===== src/fdcr_pkg.sv =====
package fdcr_pkg;
   // Register indices
   localparam logic [7:0] FDCR_ADDR_VMON = 8'h02;
   localparam logic [7:0] FDCR_ADDR_L1FL = 8'h03;
   localparam logic [7:0] FDCR_ADDR_L2FL = 8'h04;
   localparam logic [7:0] FDCR_ADDR_L1TO = 8'h05;
   localparam logic [7:0] FDCR_ADDR_L2TO = 8'h06;
   localparam logic [7:0] FDCR_ADDR_BOOST = 8'h07;
   // Reset values
   localparam logic [7:0] FDCR_RST_VMON = 8'h01;
   localparam logic [7:0] FDCR_RST_L1 = 8'hBF;
   localparam logic [7:0] FDCR_RST_L2 = 8'h3F;
   localparam logic [7:0] FDCR_RST_BOOST = 8'h09;
   // Writable bit masks
   localparam logic [7:0] FDCR_MASK_VMON = 8'h7F;
   localparam logic [7:0] FDCR_MASK_L1 = 8'hFF;
   localparam logic [7:0] FDCR_MASK_L2 = 8'h7F;
   localparam logic [7:0] FDCR_MASK_BOOST = 8'h8F;
   // Field positions
   localparam int FDCR_POS_UNDERVOLTAGE_LOCKOUT = 6;
   localparam int FDCR_POS_LEVEL = 3;
   localparam int FDCR_POS_HYST = 2;
   localparam int FDCR_POS_FOLLOW = 7;
   localparam int FDCR_POS_SWRST = 7;
   localparam int FDCR_POS_SHORT = 3;
   localparam int FDCR_POS_PASS = 2;
   localparam int FDCR_POS_FREQ = 1;
   localparam int FDCR_POS_ILIM = 0;
   // Analog scale (units: microamps / millivolts)
   localparam int FDCR_FLASH_STEP_NA = 11725;
   localparam int FDCR_FLASH_OFS_NA = 10900;
   localparam int FDCR_TORCH_STEP_NA = 1400;
   localparam int FDCR_TORCH_OFS_NA = 977;
   localparam int FDCR_TORCH_HI_STEP_NA = 2800;
   localparam int FDCR_TORCH_HI_OFS_NA = 1954;
   localparam int FDCR_VMON_BASE_MV = 2900;
   localparam int FDCR_VMON_STEP_MV = 100;
   localparam int FDCR_HYST_MV = 50;

   typedef enum logic [1:0] {
      FDCR_VM_OFF = 2'b00,
      FDCR_VM_HOLD = 2'b01,
      FDCR_VM_DOWN = 2'b10,
      FDCR_VM_UPDOWN = 2'b11
   } fdcr_vm_mode_t;

   typedef struct packed {
      logic [7:0] vmon;
      logic [7:0] l1fl;
      logic [7:0] l2fl;
      logic [7:0] l1to;
      logic [7:0] l2to;
      logic [7:0] boost;
   } fdcr_regs_t;

   typedef struct packed {
      logic [11:0] vmon_thresh_mv;
      logic [5:0] vmon_hyst_mv;
      fdcr_vm_mode_t vmon_mode;
      logic undervoltage_lockout_en;
      logic short_det_en;
      logic pass_only;
      logic freq_4mhz;
      logic ilim_high;
      logic soft_reset;
   } fdcr_cfg_t;
endpackage


===== src/fdcr_level_map.sv =====
`timescale 1ns/1ps
`default_nettype none
module fdcr_level_map
   import fdcr_pkg::*;
(
   // Codes
   input wire logic [6:0] code,
   input wire logic hi_variant,
   // Currents in microamps
   output logic [20:0] flash_ua,
   output logic [20:0] torch_ua
);
   logic [31:0] f_na;
   logic [31:0] t_na;
   always_comb begin
      f_na = 32'(code) * 32'(FDCR_FLASH_STEP_NA) + 32'(FDCR_FLASH_OFS_NA);
      if (hi_variant) begin
         t_na = 32'(code) * 32'(FDCR_TORCH_HI_STEP_NA) + 32'(FDCR_TORCH_HI_OFS_NA);
      end else begin
         t_na = 32'(code) * 32'(FDCR_TORCH_STEP_NA) + 32'(FDCR_TORCH_OFS_NA);
      end
      // Scale constants are already in microamps
      flash_ua = 21'(f_na);
      torch_ua = 21'(t_na);
   end
endmodule
`default_nettype wire


===== src/fdcr_vmon_decode.sv =====
`timescale 1ns/1ps
`default_nettype none
module fdcr_vmon_decode
   import fdcr_pkg::*;
(
   // Raw register
   input wire logic [7:0] vmon,
   // Decoded fields
   output logic [11:0] thresh_mv,
   output logic [5:0] hyst_mv,
   output logic undervoltage_lockout_en
);
   always_comb begin
      thresh_mv = 12'(FDCR_VMON_BASE_MV) +
                  12'(vmon[FDCR_POS_LEVEL +: 3]) * 12'(FDCR_VMON_STEP_MV);
      hyst_mv = vmon[FDCR_POS_HYST] ? 6'(FDCR_HYST_MV) : 6'h00;
      undervoltage_lockout_en = vmon[FDCR_POS_UNDERVOLTAGE_LOCKOUT];
   end
endmodule
`default_nettype wire


===== src/fdcr_config_regs.sv =====
`timescale 1ns/1ps
`default_nettype none
// Overview of operation
// - The 3-bit monitor level field selects 2.9 V at 000 up to 3.6 V at 111 in 0.1 V steps.
// - The hysteresis bit adds 50 mV of hysteresis when set and none when clear.
// - The 2-bit response field means off, stop-and-hold, reduce-only, reduce-and-restore.
// - Bit 6 of the monitor register enables undervoltage lockout; clear by default.
// - The response mode is frozen while driving except on reset; a new mode written while driving is taken on return to standby.
// - LED1 flash bit 7 set makes LED2 flash at the LED1 flash code.
// - Flash current is roughly code times 11.725 mA plus 10.9 mA.
// - LED1 torch bit 7 set makes LED2 torch at the LED1 torch code.
// - Writing 1 to boost bit 7 fires a software reset; the bit reads back 0.
// - Boost bit 3 enables LED short detection.
// - Boost bit 2 restricts the converter to pass mode.
// - Boost bit 1 selects 4 MHz switching instead of 2 MHz.
// - Boost bit 0 selects a 2.8 A current limit instead of 1.9 A.
// - Reset loads 0x01, 0xBF, 0x3F, 0xBF, 0x3F and 0x09 into the registers.
module fdcr_config_regs
   import fdcr_pkg::*;
#(
   parameter bit HI_TORCH_VARIANT = 1'b0
)(
   // Clock and reset
   input wire logic ref_clk,
   input wire logic sys_rst,
   input wire logic clk_en,
   // Register write port from the serial slave
   input wire logic wr_stb,
   input wire logic [7:0] wr_idx,
   input wire logic [7:0] wr_data,
   // Register read port
   input wire logic [7:0] rd_idx,
   output logic [7:0] rd_data,
   // Device state
   input wire logic drive_active,
   // Monitor configuration
   output logic [11:0] vmon_thresh_mv,
   output logic [5:0] vmon_hyst_mv,
   output fdcr_vm_mode_t vmon_mode,
   output logic undervoltage_lockout_en,
   // LED drive codes and currents
   output logic [6:0] led1_flash_code,
   output logic [6:0] led2_flash_code,
   output logic [6:0] led1_torch_code,
   output logic [6:0] led2_torch_code,
   output logic [20:0] led1_flash_ua,
   output logic [20:0] led2_flash_ua,
   output logic [20:0] led1_torch_ua,
   output logic [20:0] led2_torch_ua,
   // Boost configuration
   output logic short_det_en,
   output logic pass_only,
   output logic freq_4mhz,
   output logic ilim_high,
   output logic soft_reset
);
   typedef struct packed {
      fdcr_regs_t regs;
      fdcr_vm_mode_t mode;
      logic swrst;
      logic [7:0] rdat;
      logic [6:0] c_l1f;
      logic [6:0] c_l2f;
      logic [6:0] c_l1t;
      logic [6:0] c_l2t;
      logic [20:0] u_l1f;
      logic [20:0] u_l2f;
      logic [20:0] u_l1t;
      logic [20:0] u_l2t;
      logic [11:0] thr;
      logic [5:0] hys;
      logic undervoltage_lockout;
   } fdcr_state_t;

   localparam fdcr_state_t FDCR_ST_RST = '{
      regs: '{vmon: FDCR_RST_VMON, l1fl: FDCR_RST_L1, l2fl: FDCR_RST_L2,
              l1to: FDCR_RST_L1, l2to: FDCR_RST_L2, boost: FDCR_RST_BOOST},
      mode: fdcr_vm_mode_t'(FDCR_RST_VMON[1:0]),
      swrst: 1'b0,
      rdat: 8'h00,
      c_l1f: FDCR_RST_L1[6:0],
      c_l2f: FDCR_RST_L1[6:0],
      c_l1t: FDCR_RST_L1[6:0],
      c_l2t: FDCR_RST_L1[6:0],
      u_l1f: 21'h00_0000,
      u_l2f: 21'h00_0000,
      u_l1t: 21'h00_0000,
      u_l2t: 21'h00_0000,
      thr: 12'(FDCR_VMON_BASE_MV),
      hys: 6'h00,
      undervoltage_lockout: 1'b0
   };

   fdcr_state_t st_ff;
   fdcr_state_t nxt_st;
   logic [20:0] m_fl [4];
   logic [20:0] m_to [4];
   logic [6:0] code_sel [4];
   logic [11:0] dec_thr;
   logic [5:0] dec_hys;
   logic dec_undervoltage_lockout;

   // One mapper per LED code slot
   genvar gi;
   generate
      for (gi = 0; gi < 4; gi++) begin : g_map
         fdcr_level_map u_map (
            .code(code_sel[gi]),
            .hi_variant(HI_TORCH_VARIANT),
            .flash_ua(m_fl[gi]),
            .torch_ua(m_to[gi])
         );
      end
   endgenerate

   fdcr_vmon_decode u_vdec (
      .vmon(st_ff.regs.vmon),
      .thresh_mv(dec_thr),
      .hyst_mv(dec_hys),
      .undervoltage_lockout_en(dec_undervoltage_lockout)
   );

   always_comb begin
      code_sel[0] = st_ff.c_l1f;
      code_sel[1] = st_ff.c_l2f;
      code_sel[2] = st_ff.c_l1t;
      code_sel[3] = st_ff.c_l2t;
   end

   always_comb begin
      nxt_st = st_ff;
      nxt_st.swrst = 1'b0;
      if (wr_stb) begin
         case (wr_idx)
            FDCR_ADDR_VMON: begin
               nxt_st.regs.vmon = wr_data & FDCR_MASK_VMON;
            end
            FDCR_ADDR_L1FL: begin
               nxt_st.regs.l1fl = wr_data & FDCR_MASK_L1;
            end
            FDCR_ADDR_L2FL: begin
               nxt_st.regs.l2fl = wr_data & FDCR_MASK_L2;
            end
            FDCR_ADDR_L1TO: begin
               nxt_st.regs.l1to = wr_data & FDCR_MASK_L1;
            end
            FDCR_ADDR_L2TO: begin
               nxt_st.regs.l2to = wr_data & FDCR_MASK_L2;
            end
            FDCR_ADDR_BOOST: begin
               // Reset bit is a strobe, not stored
               nxt_st.regs.boost = wr_data & FDCR_MASK_BOOST & ~8'h80;
               nxt_st.swrst = wr_data[FDCR_POS_SWRST];
            end
            default: begin
            end
         endcase
      end
      // Mode only follows the register while in standby
      if (!drive_active) begin
         nxt_st.mode = fdcr_vm_mode_t'(st_ff.regs.vmon[1:0]);
      end
      nxt_st.c_l1f = st_ff.regs.l1fl[6:0];
      nxt_st.c_l2f = st_ff.regs.l1fl[FDCR_POS_FOLLOW] ?
                     st_ff.regs.l1fl[6:0] : st_ff.regs.l2fl[6:0];
      nxt_st.c_l1t = st_ff.regs.l1to[6:0];
      nxt_st.c_l2t = st_ff.regs.l1to[FDCR_POS_FOLLOW] ?
                     st_ff.regs.l1to[6:0] : st_ff.regs.l2to[6:0];
      nxt_st.u_l1f = m_fl[0];
      nxt_st.u_l2f = m_fl[1];
      nxt_st.u_l1t = m_to[2];
      nxt_st.u_l2t = m_to[3];
      nxt_st.thr = dec_thr;
      nxt_st.hys = dec_hys;
      nxt_st.undervoltage_lockout = dec_undervoltage_lockout;
      case (rd_idx)
         FDCR_ADDR_VMON: nxt_st.rdat = st_ff.regs.vmon;
         FDCR_ADDR_L1FL: nxt_st.rdat = st_ff.regs.l1fl;
         FDCR_ADDR_L2FL: nxt_st.rdat = st_ff.regs.l2fl;
         FDCR_ADDR_L1TO: nxt_st.rdat = st_ff.regs.l1to;
         FDCR_ADDR_L2TO: nxt_st.rdat = st_ff.regs.l2to;
         FDCR_ADDR_BOOST: nxt_st.rdat = st_ff.regs.boost;
         default: nxt_st.rdat = 8'h00;
      endcase
      // Software reset restores defaults but keeps the pulse visible
      if (st_ff.swrst) begin
         nxt_st = FDCR_ST_RST;
      end
   end

   always_ff @(posedge ref_clk or posedge sys_rst) begin
      if (sys_rst) begin
         st_ff <= FDCR_ST_RST;
      end else if (clk_en) begin
         st_ff <= nxt_st;
      end
   end

   always_comb begin
      rd_data = st_ff.rdat;
      vmon_thresh_mv = st_ff.thr;
      vmon_hyst_mv = st_ff.hys;
      vmon_mode = st_ff.mode;
      undervoltage_lockout_en = st_ff.undervoltage_lockout;
      led1_flash_code = st_ff.c_l1f;
      led2_flash_code = st_ff.c_l2f;
      led1_torch_code = st_ff.c_l1t;
      led2_torch_code = st_ff.c_l2t;
      led1_flash_ua = st_ff.u_l1f;
      led2_flash_ua = st_ff.u_l2f;
      led1_torch_ua = st_ff.u_l1t;
      led2_torch_ua = st_ff.u_l2t;
      short_det_en = st_ff.regs.boost[FDCR_POS_SHORT];
      pass_only = st_ff.regs.boost[FDCR_POS_PASS];
      freq_4mhz = st_ff.regs.boost[FDCR_POS_FREQ];
      ilim_high = st_ff.regs.boost[FDCR_POS_ILIM];
      soft_reset = st_ff.swrst;
   end
endmodule
`default_nettype wire


===== config.mk =====
export PLATFORM = sky130hd
export DESIGN_NAME = fdcr_config_regs
export DESIGN_NICKNAME = d
export VERILOG_FILES = /design/src/fdcr_pkg.sv /design/src/fdcr_level_map.sv /design/src/fdcr_vmon_decode.sv /design/src/fdcr_config_regs.sv
export SDC_FILE = /design/constraint.sdc
export NUM_CORES = 1
export LEC_CHECK = 0
export ABC_AREA = 1
export BUFFER_PORTS_ARGS = -buffer_cell sky130_fd_sc_hd__buf_2
export CELL_PAD_IN_SITES_DETAIL_PLACEMENT = 0
export CELL_PAD_IN_SITES_GLOBAL_PLACEMENT = 1
export CORE_ASPECT_RATIO = 0.7
export CORE_UTILIZATION = 45
export CTS_CLUSTER_SIZE = 12
export DETAILED_ROUTE_END_ITERATION = 6
export PLACE_DENSITY = 0.88
export SLEW_MARGIN = 20
export SYNTH_ARGS = -nofsm -noshare
export SYNTH_HDL_FRONTEND = slang
export SYNTH_HIERARCHICAL = 1
export SYNTH_SLANG_ARGS = --single-unit
export TNS_END_PERCENT = 100

===== constraint.sdc =====
create_clock -name ref_clk -period 9.8 [get_ports ref_clk]
set_input_delay 0.98 -clock ref_clk [delete_from_list [all_inputs] [get_ports ref_clk]]
set_output_delay 0.98 -clock ref_clk [all_outputs]
set_load 0.02 [all_outputs]

# Word level (Yosys, flattened, before mapping)
# Cells that the tools add are included.
[word_totals] out_inout_bits=146 ff_bits=190 word_cells=72 inputBits=29
[op_classes] n_mul=5 reduce_logical=14 n_mux=15 addsub=5 n_eq_ne=13
[op_table] op="190-bit two-way mux" n=1
[op_table] op="8-bit by 3-bit == test with 1-bit output (second input constant)" n=8
[op_table] op="48-bit two-way mux" n=1
[op_table] op="8-bit two-way mux" n=6
[op_table] op="8-bit case mux with 6 select lines" n=1
[op_table] op="21-bit by 14-bit adder with 21-bit output (second input constant)" n=2
[op_table] op="7-bit by 14-bit multiplier with 21-bit output (second input constant)" n=2
[op_table] op="18-bit by 10-bit adder with 19-bit output (second input constant)" n=2
[op_table] op="8-bit by 2-bit == test with 1-bit output (second input constant)" n=4
[op_table] op="7-bit by 8-bit multiplier with 15-bit output (second input constant)" n=2
[op_table] op="3-bit AND reduction" n=6
[op_table] op="7-bit two-way mux" n=2
[op_table] op="2-bit nonzero test" n=7
[op_table] op="12-bit by 10-bit adder with 12-bit output (first input constant)" n=1
[op_table] op="3-bit by 5-bit multiplier with 8-bit output (second input constant)" n=1
[op_table] op="6-bit two-way mux" n=1
[op_table] op="1-bit two-way mux" n=2
[op_table] op="2-bit two-way mux" n=1
[op_table] op="2-bit by 1-bit inequality test with 1-bit output (second input constant)" n=1
[op_table] op="2-bit AND reduction" n=1

# Depth between registers and ports, before layout
[logic_depth] ltp_word=4 mapped_depth=24 ltp_nobuf=24

# Hierarchy
# Netlist, hierarchy kept.
[by_module_without_submodules] mod="fdcr_config_regs" seq_area_each_um2=4654.5 n_inst=1 area_each_um2=8490.6 cells_each=810
[by_module_without_submodules] mod="fdcr_level_map at g_map[0].u_map" seq_area_each_um2=0.0 n_inst=1 area_each_um2=3809.9 cells_each=518
[by_module_without_submodules] mod="fdcr_level_map at g_map[3].u_map" seq_area_each_um2=0.0 n_inst=1 area_each_um2=3784.9 cells_each=519
[by_module_without_submodules] mod="fdcr_level_map at g_map[2].u_map" seq_area_each_um2=0.0 n_inst=1 area_each_um2=3723.6 cells_each=514
[by_module_without_submodules] mod="fdcr_level_map at g_map[1].u_map" seq_area_each_um2=0.0 n_inst=1 area_each_um2=3688.5 cells_each=498
[by_module_without_submodules] mod="fdcr_vmon_decode" seq_area_each_um2=0.0 n_inst=1 area_each_um2=319.1 cells_each=47

# Least setup slack after synthesis
# OpenSTA, ideal clock, no wires.
[synth_path] path_kind="reg-to-reg" start="register st_ff (netlist bit led1_torch_code[5])" end="register st_ff (netlist bit led1_torch_ua[17])" setup_time_ns=0.121 path_buffers=0 arrival_ns=4.156 stages_incl_launch_ff=18 required_ns=9.679 synth_period_minus_slack_ns=4.276 setup_slack_ns=5.524 cell_sequence="dfstp_2 fa_1 xor2_1 ha_1 fa_1 fa_1 ha_1 nand2_1 nand2_1 a21oi_1 nand2_1 xnor2_1 nor2_1 nand3_1 nand2_1 nand3_1 nand2_1 a22o_1"
[synth_rtl] item="from (decl)" line="fdcr_config_regs.sv:94" rtl="fdcr_state_t st_ff;"
[synth_rtl] item="from (signal assigned)" line="fdcr_config_regs.sv:195" rtl="st_ff <= nxt_st;"

==> results.json <==
{
  "status": "finished clean",
  "dr.first_iter.drc_count": 879,
  "numCtsBuffers": 17,
  "rows": 58,
  "required_ns": 10.14,
  "post_cts_buffers": 0,
  "grt_start_max_net_pins": 92,
  "io_pins": 175,
  "avgSynthCellArea_um2": 8.705,
  "finalClockSkew_ns": 0.01681,
  "cp_max_fo": 8,
  "switching_share_pct": 53.24,
  "final_cells": 2415,
  "pwr-share-clk_pct": 9.5,
  "r2r_slack_ns": 5.24,
  "drc": 0,
  "die_y_um": 163.0,
  "overflow": 0,
  "fillers": 3439,
  "final_util_pct": 48.03,
  "timing.setup.tns_ns": 0,
  "ff2ff_path_depth": 17,
  "setup_slack_ns": 5.244,
  "layout-drive-gt1-share_pct": 19.24,
  "fp.dieW_um": 232.0,
  "wire_per_inst_um": 16.28,
  "core_area_mm2": 0.03621,
  "clockRootBuffer": "clkbuf_16",
  "finalSetupViolCount": 0,
  "maxSlewViolCount": 0,
  "cts_sinks": 183,
  "cts.path.max_buffers": 2,
  "routabilityCongestion": 0.9152,
  "r2r-start": "led1_torch_code[5]$_DFFE_PP1P_",
  "grt_usage_pct": 21.21,
  "dr_wl_met2_um": 16440,
  "slew_headroom_pct": 27.95,
  "antenna_found_initial": 3,
  "synth_cells": 1914,
  "top_layer": "met5",
  "firstDrtPassIters": 5,
  "hold_path.class": "reg2reg",
  "clk_latency_ns": 0.45,
  "combPwrFrac_pct": 75.5,
  "rr_endpoint": "led1_torch_ua[15]$_DFFE_PP0P_",
  "cts-resized-gates": 0,
  "maxCapViolCount": 0,
  "fin_crit_ns": 4.556,
  "criticalPathCategory": "reg2reg",
  "rsz0062_at_grt": "no",
  "worst_slew_pin_slew_ns": 1.081,
  "ant_nets": 0,
  "end_kind": "flop",
  "hpwl_um": 30950,
  "met1Wirelength_um": 20260,
  "fmax_mhz": 219.5,
  "multi_input_area_mm2": 0.009572,
  "p_int_w": 0.003586,
  "seqPwrFrac_pct": 15.0,
  "cts_hold_buf": 0,
  "dp_cells": 2381,
  "grt_pass1_vias": 11840,
  "p_leak_nw": 9.350,
  "area_growth_syn_to_layout_pct": 4.386,
  "cts_htree_levels": 4,
  "finalCritPeriodShare_pct": 46.49,
  "fin_nets": 2234,
  "p_switching_w": 0.004083,
  "crit_path_start": "led1_torch_code[5]$_DFFE_PP1P_",
  "crit_end": "led1_torch_ua[15]$_DFFE_PP0P_",
  "pre_cts_ws_ns": 5.243,
  "clk_pin_slew_ns": 0.08,
  "vias": 12367,
  "arrival_ns": 4.90,
  "cts_tree": "built",
  "die-area_mm2": 0.03781,
  "routed-wl-met3_um": 2158,
  "cp-start-kind": "flop",
  "hold_viol": 0,
  "grt_pass1_wl_um": 63420,
  "io_buffers": 174,
  "power.density_mw_per_mm2": 441.0,
  "syn_area_mm2": 0.01666,
  "vias_per_cell": 5.121,
  "seq_area_mm2": 0.004654,
  "yosys_warnings": 6,
  "ir_worst_vdd_mv": 0.2593,
  "wirelength_um": 39310,
  "start_util_pct": 46.01
}
[metal layers]
metal | up-vias | global-route usage [%]
met1 | 5937 | 32.46
met5 | - | 0
met4 | 2 | 4.276
li1 | 6094 | -
met3 | 25 | 4.499
met2 | 309 | 30.38
[power by group through the flow]
stage	Combinational, W	Sequential [W]	Clock (W)
floorplan	0.00481	0.00110	0
global placement	0.00564	0.00116	0
detailed placement	0.00576	0.00116	0
CTS	0.00580	0.00115	0.000752
global route	0.00654	0.00118	0.000781
finish	0.00579	0.00115	0.000729
[state kept, by name, summed over array words and instances (netlist names)]
name	count
vmon_thresh_mv	12
freq_4mhz	1
vmon_hyst_mv	6
st_ff	37
vmon_mode	2
short_det_en	1
led1_flash_code	7
led1_torch_code	7
led1_torch_ua	21
led1_flash_ua	21
undervoltage_lockout_en	1
led2_torch_code	7
led2_torch_ua	21
rd_data	8
ilim_high	1
led2_flash_code	7
soft_reset	1
pass_only	1
led2_flash_ua	21
[cell type report]
class	instances	share of cell area, %
Antenna cell	2	0.02878
Clock inverter	15	1.187
Multi-Input combinational cell	1271	55.04
Tap cell	480	3.453
Inverter	268	5.863
Clock buffer	17	2.446
Sequential cell	183	26.76
Timing Repair Buffer	179	5.223
[stage by stage]
step / power, W / hold WS [ns] / cell area, um^2
after floorplan: 0.005915 / 0.4500 / 16720
after global placement: 0.006792 / 0.4613 / 16750
after detailed placement: 0.006925 / 0.4607 / 16750
after CTS: 0.007698 / 0.4823 / 17390
after global routing: 0.008491 / 0.5100 / 17390
final: 0.007669 / 0.4791 / 17390
[layout by cell type (no fill, tap or decap), types with 15 or more instances in the layout]
| master | n |
|---|---|
| a22o_1 | 97 |
| nand3_1 | 106 |
| dfrtp_1 | 123 |
| dfstp_2 | 60 |
| fa_1 | 84 |
| o21ai_0 | 41 |
| nor2_1 | 80 |
| xnor2_1 | 15 |
| clkbuf_16 | 17 |
| nand2_1 | 339 |
| a21oi_1 | 67 |
| o21ai_1 | 22 |
| o21ai_2 | 20 |
| conb_1 | 20 |
| nand2_2 | 26 |
| inv_1 | 254 |
| xor2_1 | 34 |
| nand4_1 | 20 |
| ha_1 | 201 |
| o22a_1 | 17 |
| buf_2 | 174 |
[worst min path at each step]
stage / startpoint / endpoint / slack (ns) / cells after the start
after floorplan: rd_data[0]$_DFFE_PP0P_ / rd_data[0]$_DFFE_PP0P_ / 0.45 / 2
after global placement: rd_data[3]$_DFFE_PP0P_ / rd_data[3]$_DFFE_PP0P_ / 0.46 / 2
after detailed placement: rd_data[3]$_DFFE_PP0P_ / rd_data[3]$_DFFE_PP0P_ / 0.46 / 2
after CTS: rd_data[3]$_DFFE_PP0P_ / rd_data[3]$_DFFE_PP0P_ / 0.48 / 2
after global routing: st_ff[166]$_DFFE_PP1P_ / st_ff[166]$_DFFE_PP1P_ / 0.51 / 2
final: rd_data[2]$_DFFE_PP0P_ / rd_data[2]$_DFFE_PP0P_ / 0.48 / 2
[critical path: stages (launching register included)]
cell,delay (ns)
dfstp_2,0.66
fa_1,0.50
xor2_1,0.17
ha_1,0.30
fa_1,0.57
fa_1,0.42
ha_1,0.38
nand2_1,0.09
nand2_1,0.08
a21oi_1,0.13
nand2_1,0.10
xnor2_1,0.41
inv_2,0.15
nand3_1,0.11
nand2_1,0.07
nand3_1,0.08
nand2_1,0.05
a22o_1,0.18
Note: power is estimated with default switching activity, not from simulation.
